**config.mk**
```make
export PLATFORM = sky130hd
export DESIGN_NAME = lpt_target
export DESIGN_NICKNAME = d
export VERILOG_FILES = /design/src/rtl/lpt_pkg.sv /design/src/rtl/lpt_target.sv /design/src/rtl/lpt_buf.sv
export VERILOG_INCLUDE_DIRS = /design/src /design/src/rtl
export SDC_FILE = /design/constraint.sdc
export NUM_CORES = 1
export LEC_CHECK = 0
export ABC_AREA = 0
export BUFFER_PORTS_ARGS = -buffer_cell sky130_fd_sc_hd__buf_4
export CAP_MARGIN = 10
export CORE_MARGIN = 1
export CORE_UTILIZATION = 50
export CTS_CLUSTER_SIZE = 28
export DETAILED_ROUTE_END_ITERATION = 16
export PLACE_DENSITY = 0.8
export SETUP_SLACK_MARGIN = 0.05
export SLEW_MARGIN = 20
export SYNTH_ARGS = -nofsm -noshare
export SYNTH_HDL_FRONTEND = slang
export SYNTH_HIERARCHICAL = 1
export SYNTH_SLANG_ARGS = --single-unit
```
**constraint.sdc**
```tcl
create_clock -name clk -period 3.3 [get_ports clk]
set_input_delay 0.33 -clock clk [delete_from_list [all_inputs] [get_ports clk]]
set_output_delay 0.33 -clock clk [all_outputs]
set_load 0.02 [all_outputs]
```
**src/rtl/lpt_map.svh**
```systemverilog
// lpt_map.svh: named constants of the low pin count target port
// assumes inclusion by bare name from the package; the design files rely on that inclusion
`ifndef LPT_MAP_SVH
`define LPT_MAP_SVH

// field codes seen on the multiplexed nibble lines
`define LPT_START 4'h0
`define LPT_CT_IO 2'h0
`define LPT_CT_DMA 2'h2
`define LPT_SIZE_1 2'h0
`define LPT_SIZE_2 2'h1
`define LPT_SIZE_4 2'h3
`define LPT_SIZE_RSVD 2'h2
// handshake codes driven by the target
`define LPT_SYNC_READY 4'h0
`define LPT_SYNC_SHORT 4'h5
`define LPT_SYNC_LONG 4'h6
`define LPT_SYNC_ERROR 4'hA
`define LPT_LINES_HIGH 4'hF
// wait states per cycle kind
`define LPT_WAIT_IO_RD 3'h3
`define LPT_WAIT_IO_WR 3'h2
`define LPT_WAIT_DMA_RD 3'h3
`define LPT_WAIT_DMA_WR 3'h4
// idle clocks after a dma read turnaround until the next host byte reaches the decoder
`define LPT_GAP_DMA_RD 3'h3
// nibble counts and geometry
`define LPT_ADDR_LAST 2'h3
`define LPT_NIB_LAST 2'h1
`define LPT_NUM_WIN 6
`define LPT_BUF_AW 3
`define LPT_BUF_DEPTH 4'h8
`define LPT_REQ_BITS 5
`define LPT_REQ_LAST 3'h4
`endif

```
**src/rtl/lpt_pkg.sv**
```systemverilog
// lpt_pkg.sv: types shared by the low pin count target port files
// assumes lpt_map.svh is reachable on the include path
`include "lpt_map.svh"
package lpt_pkg;
	// cycle decoder states
	typedef enum logic [3:0] {
		ST_IDLE, ST_CT, ST_ADDR, ST_CHAN, ST_SIZE, ST_HDATA,
		ST_TAR_IN, ST_SYNC, ST_DDATA, ST_TAR_OUT
	} lpt_state_type;
	typedef logic [7:0] lpt_byte_type;
endpackage

```
**src/rtl/lpt_target.sv**
```systemverilog
// lpt_target.sv: peripheral side of the low pin count bus
// assumes clk is the bus clock and nrst the host bus reset
`timescale 1ns/10ps
module lpt_target
	import lpt_pkg::*;
(
	// clock and host bus reset
	input wire logic clk, // keeps running, no stop handshake
	input wire logic nrst,
	// bus pins
	input wire logic lframe_n,
	input wire logic [3:0] lad_in,
	output logic [3:0] lad_out,
	output logic lad_oe,
	output logic ldrq_n,
	input wire logic lpcpd_n,
	// wake request, open drain
	input wire logic wake_request,
	output logic wake_event_request_n,
	output logic wake_oe,
	// function windows
	input wire logic [`LPT_NUM_WIN*16-1:0] win_base,
	input wire logic [`LPT_NUM_WIN*16-1:0] win_mask,
	input wire logic [`LPT_NUM_WIN-1:0] win_en,
	// register access toward the functions
	output logic [15:0] io_addr,
	output lpt_byte_type io_wdata,
	output logic io_wr,
	output logic io_rd,
	output logic [`LPT_NUM_WIN-1:0] io_sel,
	input wire lpt_byte_type io_rdata,
	// dma channel ownership and request
	input wire logic [2:0] dma_chan,
	input wire logic dma_en,
	input wire logic dma_req,
	input wire logic dma_req_act,
	output logic dma_req_busy,
	// dma data toward the host
	input wire lpt_byte_type dma_tx_data,
	output logic dma_tx_take,
	// dma data from the host, buffered
	input wire logic dma_rx_pop,
	output lpt_byte_type dma_rx_data,
	output logic dma_rx_avail
);
	// pin synchronisers
	logic lframe_m_q, lframe_s_q, lpcpd_m_q, lpcpd_s_q, wake_m_q, wake_s_q;
	logic [3:0] lad_m_q, lad_s_q;
	// decoder state
	lpt_state_type state_q, state_d;
	logic [1:0] nib_q, nib_d, bytes_q, bytes_d;
	logic [2:0] wait_q, wait_d;
	logic io_q, io_d, wr_q, wr_d, hit_q, hit_d;
	logic [15:0] addr_q, addr_d;
	lpt_byte_type data_q, data_d;
	logic [3:0] lad_d;
	logic lad_oe_d, io_wr_d, io_rd_d, take_d, push_d;
	logic [`LPT_NUM_WIN-1:0] sel_q, win_hit_v;
	// dma request serializer and buffer pointers
	logic [`LPT_REQ_BITS-1:0] req_sh_q;
	logic [2:0] req_cnt_q;
	logic req_busy_q, ldrq_q, wake_q;
	logic [`LPT_BUF_AW-1:0] wp_q, rp_q;
	logic [3:0] cnt_q;
	logic avail_q;

	// address matches a window when the unmasked bits agree
	function automatic logic in_window(input logic [15:0] a, input logic [15:0] b,
		input logic [15:0] m);
		in_window = ((a ^ b) & ~m) == 16'h0000;
	endfunction

	wire [15:0] addr_full = {addr_q[11:0], lad_s_q};
	wire frame_on = !lframe_s_q;
	wire start_seen = frame_on && (lad_s_q == `LPT_START);
	wire buf_full = (cnt_q == `LPT_BUF_DEPTH);
	wire dev_sends = io_q ? !wr_q : wr_q;
	wire [2:0] wait_load = io_q ? (wr_q ? `LPT_WAIT_IO_WR : `LPT_WAIT_IO_RD)
		: (wr_q ? `LPT_WAIT_DMA_WR : `LPT_WAIT_DMA_RD);
	wire [3:0] wait_code = io_q ? `LPT_SYNC_LONG : `LPT_SYNC_SHORT;
	wire rx_err = !io_q && !wr_q && buf_full;
	wire pop_ok = dma_rx_pop && avail_q;

	// window comparators, one per function
	genvar gi;
	generate
		for (gi = 0; gi < `LPT_NUM_WIN; gi++) begin : g_win
			assign win_hit_v[gi] = win_en[gi] && in_window(addr_full,
				win_base[gi*16 +: 16], win_mask[gi*16 +: 16]);
		end
	endgenerate

	// two flops on every pin input
	always_ff @(posedge clk or negedge nrst) begin
		if (!nrst) begin
			{lframe_m_q, lframe_s_q, lpcpd_m_q, lpcpd_s_q} <= 4'hF;
			{wake_m_q, wake_s_q} <= 2'h0;
			{lad_m_q, lad_s_q} <= 8'hFF;
		end else begin
			{lframe_m_q, lframe_s_q} <= {lframe_n, lframe_m_q};
			{lpcpd_m_q, lpcpd_s_q} <= {lpcpd_n, lpcpd_m_q};
			{wake_m_q, wake_s_q} <= {wake_request, wake_m_q};
			{lad_m_q, lad_s_q} <= {lad_in, lad_m_q};
		end
	end

	// cycle decoder; idle only compares the frame line and the start code
	always_comb begin
		state_d = state_q;
		nib_d = nib_q;
		bytes_d = bytes_q;
		wait_d = wait_q;
		io_d = io_q;
		wr_d = wr_q;
		hit_d = hit_q;
		addr_d = addr_q;
		data_d = data_q;
		lad_d = `LPT_LINES_HIGH;
		lad_oe_d = 1'b0;
		io_wr_d = 1'b0;
		io_rd_d = 1'b0;
		take_d = 1'b0;
		push_d = 1'b0;
		unique case (state_q)
			ST_IDLE: ;
			ST_CT: begin
				nib_d = 2'h0;
				wr_d = lad_s_q[1];
				if (lad_s_q[3:2] == `LPT_CT_IO) begin
					io_d = 1'b1;
					state_d = ST_ADDR;
				end else if (lad_s_q[3:2] == `LPT_CT_DMA) begin
					io_d = 1'b0;
					state_d = ST_CHAN;
				end else begin
					state_d = ST_IDLE;
				end
			end
			ST_ADDR: begin
				addr_d = addr_full;
				nib_d = nib_q + 2'h1;
				if (nib_q == `LPT_ADDR_LAST) begin
					hit_d = |win_hit_v;
					nib_d = 2'h0;
					bytes_d = 2'h0;
					state_d = wr_q ? ST_HDATA : ST_TAR_IN;
				end
			end
			ST_CHAN: begin
				hit_d = dma_en && (lad_s_q[2:0] == dma_chan);
				state_d = ST_SIZE;
			end
			ST_SIZE: begin
				nib_d = 2'h0;
				bytes_d = lad_s_q[1:0];
				if (lad_s_q[1:0] == `LPT_SIZE_RSVD) begin
					state_d = ST_IDLE;
				end else begin
					state_d = wr_q ? ST_TAR_IN : ST_HDATA;
				end
			end
			ST_HDATA: begin
				data_d = {lad_s_q, data_q[7:4]};
				nib_d = nib_q + 2'h1;
				if (nib_q == `LPT_NIB_LAST) begin
					nib_d = 2'h0;
					state_d = ST_TAR_IN;
				end
			end
			ST_TAR_IN: begin
				nib_d = nib_q + 2'h1;
				if (nib_q == `LPT_NIB_LAST) begin
					nib_d = 2'h0;
					wait_d = wait_load;
					io_rd_d = io_q && !wr_q && hit_q;
					state_d = hit_q ? ST_SYNC : ST_IDLE;
				end
			end
			ST_SYNC: begin
				lad_oe_d = 1'b1;
				if (wait_q != 3'h0) begin
					lad_d = wait_code;
					wait_d = wait_q - 3'h1;
				end else begin
					lad_d = rx_err ? `LPT_SYNC_ERROR : `LPT_SYNC_READY;
					io_wr_d = io_q && wr_q;
					push_d = !io_q && !wr_q && !buf_full;
					take_d = !io_q && wr_q;
					if (dev_sends) begin
						data_d = io_q ? io_rdata : dma_tx_data;
					end
					if (rx_err) begin
						bytes_d = 2'h0; // error ends a multi-byte cycle
					end
					state_d = dev_sends ? ST_DDATA : ST_TAR_OUT;
				end
			end
			ST_DDATA: begin
				lad_oe_d = 1'b1;
				lad_d = (nib_q == 2'h0) ? data_q[3:0] : data_q[7:4];
				nib_d = nib_q + 2'h1;
				if (nib_q == `LPT_NIB_LAST) begin
					nib_d = 2'h0;
					if (!io_q && bytes_q != 2'h0) begin
						bytes_d = bytes_q - 2'h1;
						wait_d = wait_load;
						state_d = ST_SYNC;
					end else begin
						state_d = ST_TAR_OUT;
					end
				end
			end
			ST_TAR_OUT: begin
				lad_oe_d = (nib_q == 2'h0);
				nib_d = nib_q + 2'h1;
				if (nib_q == `LPT_NIB_LAST) begin
					nib_d = 2'h0;
					if (!io_q && !wr_q && bytes_q != 2'h0) begin
						// pin flops still hold our own turnaround; skip it
						if (wait_q != `LPT_GAP_DMA_RD) begin
							wait_d = wait_q + 3'h1;
							nib_d = nib_q;
						end else begin
							wait_d = 3'h0;
							bytes_d = bytes_q - 2'h1;
							state_d = ST_HDATA;
						end
					end else begin
						state_d = ST_IDLE;
					end
				end
			end
		endcase
		// frame overrides everything but the power-down notice; release the lines next clock
		if (frame_on) begin
			state_d = start_seen ? ST_CT : ST_IDLE;
			lad_oe_d = 1'b0;
			io_wr_d = 1'b0;
			io_rd_d = 1'b0;
			take_d = 1'b0;
			push_d = 1'b0;
		end
		// power-down notice parks the decoder quietly
		if (!lpcpd_s_q) begin
			state_d = ST_IDLE;
			lad_oe_d = 1'b0;
			io_wr_d = 1'b0;
			io_rd_d = 1'b0;
			take_d = 1'b0;
			push_d = 1'b0;
		end
	end

	// decoder registers; reset floats the lines
	always_ff @(posedge clk or negedge nrst) begin
		if (!nrst) begin
			state_q <= ST_IDLE;
			{nib_q, bytes_q, wait_q} <= 7'h00;
			{io_q, wr_q, hit_q} <= 3'h0;
			addr_q <= 16'h0000;
			data_q <= 8'h00;
			lad_out <= `LPT_LINES_HIGH;
			lad_oe <= 1'b0;
			{io_wr, io_rd, dma_tx_take} <= 3'h0;
			sel_q <= '0;
		end else begin
			state_q <= state_d;
			{nib_q, bytes_q, wait_q} <= {nib_d, bytes_d, wait_d};
			{io_q, wr_q, hit_q} <= {io_d, wr_d, hit_d};
			addr_q <= addr_d;
			data_q <= data_d;
			lad_out <= lad_d;
			lad_oe <= lad_oe_d;
			{io_wr, io_rd, dma_tx_take} <= {io_wr_d, io_rd_d, take_d};
			if (state_q == ST_ADDR && nib_q == `LPT_ADDR_LAST) begin
				sel_q <= win_hit_v;
			end
		end
	end

	// encoded dma request: start bit, channel msb first, active, then idle high
	always_ff @(posedge clk or negedge nrst) begin
		if (!nrst) begin
			req_sh_q <= '1;
			req_cnt_q <= 3'h0;
			req_busy_q <= 1'b0;
			ldrq_q <= 1'b1;
		end else if (!lpcpd_s_q) begin
			req_busy_q <= 1'b0;
			ldrq_q <= 1'b1;
		end else if (!req_busy_q) begin
			ldrq_q <= 1'b1;
			if (dma_req) begin
				req_sh_q <= {1'b0, dma_chan, dma_req_act};
				req_cnt_q <= 3'h0;
				req_busy_q <= 1'b1;
			end
		end else begin
			ldrq_q <= req_sh_q[`LPT_REQ_BITS-1];
			req_sh_q <= {req_sh_q[`LPT_REQ_BITS-2:0], 1'b1};
			req_cnt_q <= req_cnt_q + 3'h1;
			if (req_cnt_q == `LPT_REQ_LAST) begin
				req_busy_q <= 1'b0;
			end
		end
	end

	// host-to-device dma bytes, read back by the function side
	always_ff @(posedge clk or negedge nrst) begin
		if (!nrst) begin
			{wp_q, rp_q} <= '0;
			cnt_q <= 4'h0;
			avail_q <= 1'b0;
		end else begin
			wp_q <= wp_q + {2'h0, push_d};
			rp_q <= rp_q + {2'h0, pop_ok};
			cnt_q <= cnt_q + {3'h0, push_d} - {3'h0, pop_ok};
			avail_q <= (cnt_q + {3'h0, push_d} - {3'h0, pop_ok}) != 4'h0;
		end
	end

	lpt_buf u_buf (
		.clk(clk),
		.nrst(nrst),
		.wr_en(push_d),
		.wr_addr(wp_q),
		.wr_data(data_q),
		.rd_addr(rp_q),
		.rd_data(dma_rx_data)
	);

	// open-drain wake line, pulled low while asked
	always_ff @(posedge clk or negedge nrst) begin
		if (!nrst) begin
			wake_q <= 1'b0;
		end else begin
			wake_q <= wake_s_q;
		end
	end

	assign wake_event_request_n = 1'b0;
	assign wake_oe = wake_q;
	assign ldrq_n = ldrq_q;
	assign dma_req_busy = req_busy_q;
	assign dma_rx_avail = avail_q;
	assign io_addr = addr_q;
	assign io_wdata = data_q;
	assign io_sel = sel_q;
endmodule

```
**src/rtl/lpt_buf.sv**
```systemverilog
// lpt_buf.sv: small byte store for data the host sends by dma
// assumes one clock; read data comes out of a register
`timescale 1ns/10ps
module lpt_buf
	import lpt_pkg::*;
(
	// clock and reset
	input wire logic clk,
	input wire logic nrst,
	// write side
	input wire logic wr_en,
	input wire logic [`LPT_BUF_AW-1:0] wr_addr,
	input wire lpt_byte_type wr_data,
	// read side
	input wire logic [`LPT_BUF_AW-1:0] rd_addr,
	output lpt_byte_type rd_data
);
	lpt_byte_type mem [0:(1<<`LPT_BUF_AW)-1];
	lpt_byte_type rd_q;

	// storage write, no reset on the array
	always_ff @(posedge clk) begin
		if (wr_en) begin
			mem[wr_addr] <= wr_data;
		end
	end

	// registered read
	always_ff @(posedge clk or negedge nrst) begin
		if (!nrst) begin
			rd_q <= 8'h00;
		end else begin
			rd_q <= mem[rd_addr];
		end
	end

	assign rd_data = rd_q;
endmodule

```
==> results_dict.tcl <==
set metrics [dict create \
    status "completed" \
    critPathRequiredTime_ps 3590 \
    synth_edf_count 64 \
    setup-tns-final_ps 0 \
    criticalPathCategory "flop to flop" \
    cap_violations 0 \
    syn_avg_cell_area_um2 11.94 \
    core_mm2 0.01664 \
    clkTransAtPathRegs_ps 70 \
    max_freq_ghz 0.3382 \
    dr.pass1.iters 5 \
    gp_congestion 0.9277 \
    seq_area_frac_synth_pct 50.82 \
    grt_max_degree 57 \
    power_density_mw_per_mm2 699.3 \
    worstPathCellList "inv_1 > ha_1 > nor2b_2 > nand2_1 > nor2_1 > and3_1 > ha_1 > inv_1 > fa_1 > inv_1 > or4_1" \
    clkLatencyLatePin_ps 430 \
    dp_cells 1188 \
    grt_usage_pct 33.24 \
    power_leakage_nw 4.907 \
    period_share_pct 89.60 \
    syn_area_mm2 0.008563 \
    multiInputGateArea_mm2 0.003900 \
    tightest_slew_ps 891.8 \
    clockBufferDepth 2 \
    wl_mm 28.45 \
    synth_cell_types 71 \
    regArea_mm2 0.004352 \
    hold_class "primary input to flop" \
    post_route_cells_drive_above_1_share_pct 38.69 \
    cp-end-kind "flop" \
    crit_top_cell "inv_1" \
    vias 7140 \
    io_buffers 279 \
    setup_viol 0 \
    cts_tree "built" \
    gr-total-overflow 0 \
    area_delta_synth_final_pct 34.78 \
    rsz0062_at_grt "no" \
    die_y_um 132.9 \
    cp_top_family "simple AND/OR/NAND/NOR gates" \
    die_w_um 132.9 \
    post-dp-hpwl_mm 22.15 \
    syn_inst 717 \
    yosysWarnings 6 \
    yosys_most_used_dff "dfrtp_1" \
    synth_top_area_cell "edfxtp_1" \
    ctsRootBufferMaster "clkbuf_16" \
    cp.arrival_ps 3250 \
    final_antenna_net_count 0 \
    synth-seq-cells 160 \
    via_per_inst 5.795 \
    antenna_found_initial 3 \
    finalClockSkew_ps 8.354 \
    yosys-top-cells-area "edfxtp_1 22%, dfrtp_1 22%, xnor2_1 10%, dfstp_2 6.8%, mux4_1 4.6%" \
    cp_num_buf_inv 3 \
    route.detailed.drc 0 \
    synth_common_cells "98 x xnor2_1, 74 x dfrtp_1, 64 x edfxtp_1, 45 x nor2_1, 43 x o22ai_1" \
    numCtsBuffers 17 \
    finalHoldViolations 0 \
    synth.top_cell.area_share_pct 22.44 \
    syn_nets 972 \
    slowest_stage "or4_1" \
    wl_per_cell_um 23.09 \
    grt_pass1_vias 7118 \
    cts_setup_buffers 0 \
    startpoint_type "flop" \
    synth-async-reset-ratio_pct 60.00 \
    io_pins 281 \
    dieArea_mm2 0.01765 \
    finalCriticalPeriod_ps 2957 \
    final_nets 1250 \
    ir_worst_vdd_mv 0.4715 \
    max_stage_delay_ps 530 \
    cp_max_fo 5 \
    slew_headroom_pct 40.54 \
    drtIter0Drc 691 \
    nFillCells 1213 \
    yosysMostFrequentCell "xnor2_1" \
    start_util_pct 51.45 \
    clock_sink_count 160 \
    slew_viol_final 0 \
    instances_no_fill 1232 \
    grt_pass1_wl_mm 42.28 \
    htreeDepth 4 \
    rows 47 \
]
## area by class of cell
type | instances | area share (%)
clock buffer | 21 | 4.087
inverter | 24 | 0.7806
sequential | 160 | 37.71
timing repair buffer | 302 | 19.93
multi-input combinational | 490 | 33.79
clock inverter | 11 | 1.236
tap | 220 | 2.385
antenna | 4 | 0.08673
## power by group
part | switching [mW] | internal (mW)
Sequential | 0.630 | 2.45
Clock | 0.822 | 1.20
Combinational | 1.44 | 1.52
## kinds of logic (layout without fill, tap and decap cells)
| logic type | Yosys count | in the layout | share of synthesized area [%] |
|---|---|---|---|
| AOI/OAI and AO/OA | 138 | 138 | 10.55 |
| xor gates and xnor gates | 104 | 104 | 10.64 |
| adders and majority gates | 25 | 25 | 3.741 |
| buffers and inverters | 67 | 358 | 3.740 |
| DFF | 160 | 160 | 50.82 |
| muxes | 63 | 63 | 10.80 |
| other | 1 | 5 | 0.04379 |
| and+or+nand+nor | 159 | 159 | 9.673 |
## registers in the layout (all words and copies together) (netlist names), 4 cells and up
| signal | flops |
|---|---|
| state_q | 4 |
| lad_m_q | 4 |
| cnt_q | 4 |
| req_sh_q | 5 |
| io_wdata | 8 |
| u_buf/mem | 64 |
| lad_out | 4 |
| io_sel | 6 |
| lad_s_q | 4 |
| io_addr | 16 |
| u_buf/rd_data | 8 |
## worst paths after layout
check / start / end / slack (ps) / cells past startpoint
max: wait_q[0]$_DFFE_PN0P_ / dma_rx_avail$_DFF_PN0_ / 340 / 11
min: dma_chan[0] / req_sh_q[1]$_DFFE_PN1P_ / 270 / 4
max reg2reg: wait_q[0]$_DFFE_PN0P_ / dma_rx_avail$_DFF_PN0_ / 340 / 11
min reg2reg: wake_s_q$_DFF_PN0_ / wake_oe$_DFF_PN0_ / 350 / 0
max in group asynchronous: nrst / ldrq_n$_DFF_PN1_ / 2070 / 3
min in group asynchronous: nrst / u_buf/rd_data[1]$_DFF_PN0_ / 450 / 2
## through the flow
| step | hold slack [ps] | setup WS, ps | area (um2) | util, % | total power [mW] |
|---|---|---|---|---|---|
| after floorplan | 34.41 | 375.2 | 8563 | - | 4.951 |
| after global placement | 335.6 | 430.7 | 10830 | 65.10 | 5.948 |
| after detailed placement | 338.9 | 332.0 | 10830 | 65.10 | 6.036 |
| after CTS | 252.9 | 233.0 | 11530 | 69.27 | 8.089 |
| after global routing | 280.4 | 121.5 | 11540 | 69.32 | 8.461 |
| final | 266.0 | 343.1 | 11540 | 69.35 | 8.070 |
## layout by cell type (no fill, tap or decap), drive strengths merged, types with 24 or more instances in the layout
cell	count
o22ai	43
xnor2	98
buf	294
inv	31
nor2	46
o21ai	32
dfrtp	74
nand2	38
ha	24
edfxtp	64
mux2	30
## per-layer routing
layer | track usage [%] | share of wire (%) | vias up
met1 | 41.98 | 39 | 3542
met2 | 56.31 | 50 | 364
met4 | 9.195 | 2.1 | 0
met3 | 8.736 | 8.8 | 41
li1 | - | - | 3193
met5 | 0 | 0 | -
## tightest hold or removal path, cell delays in order
cell      delay, ps
buf_4           100
nand3b_1         70
nand2_1          60
a22o_1          110
## timing repair
item,CTS,global route
setup endpoints to repair,0,1
hold buffers,8,0
gates resized for setup,0,1
hold endpoints to repair,43,0
No activity file was read; power rests on OpenSTA's default activity.
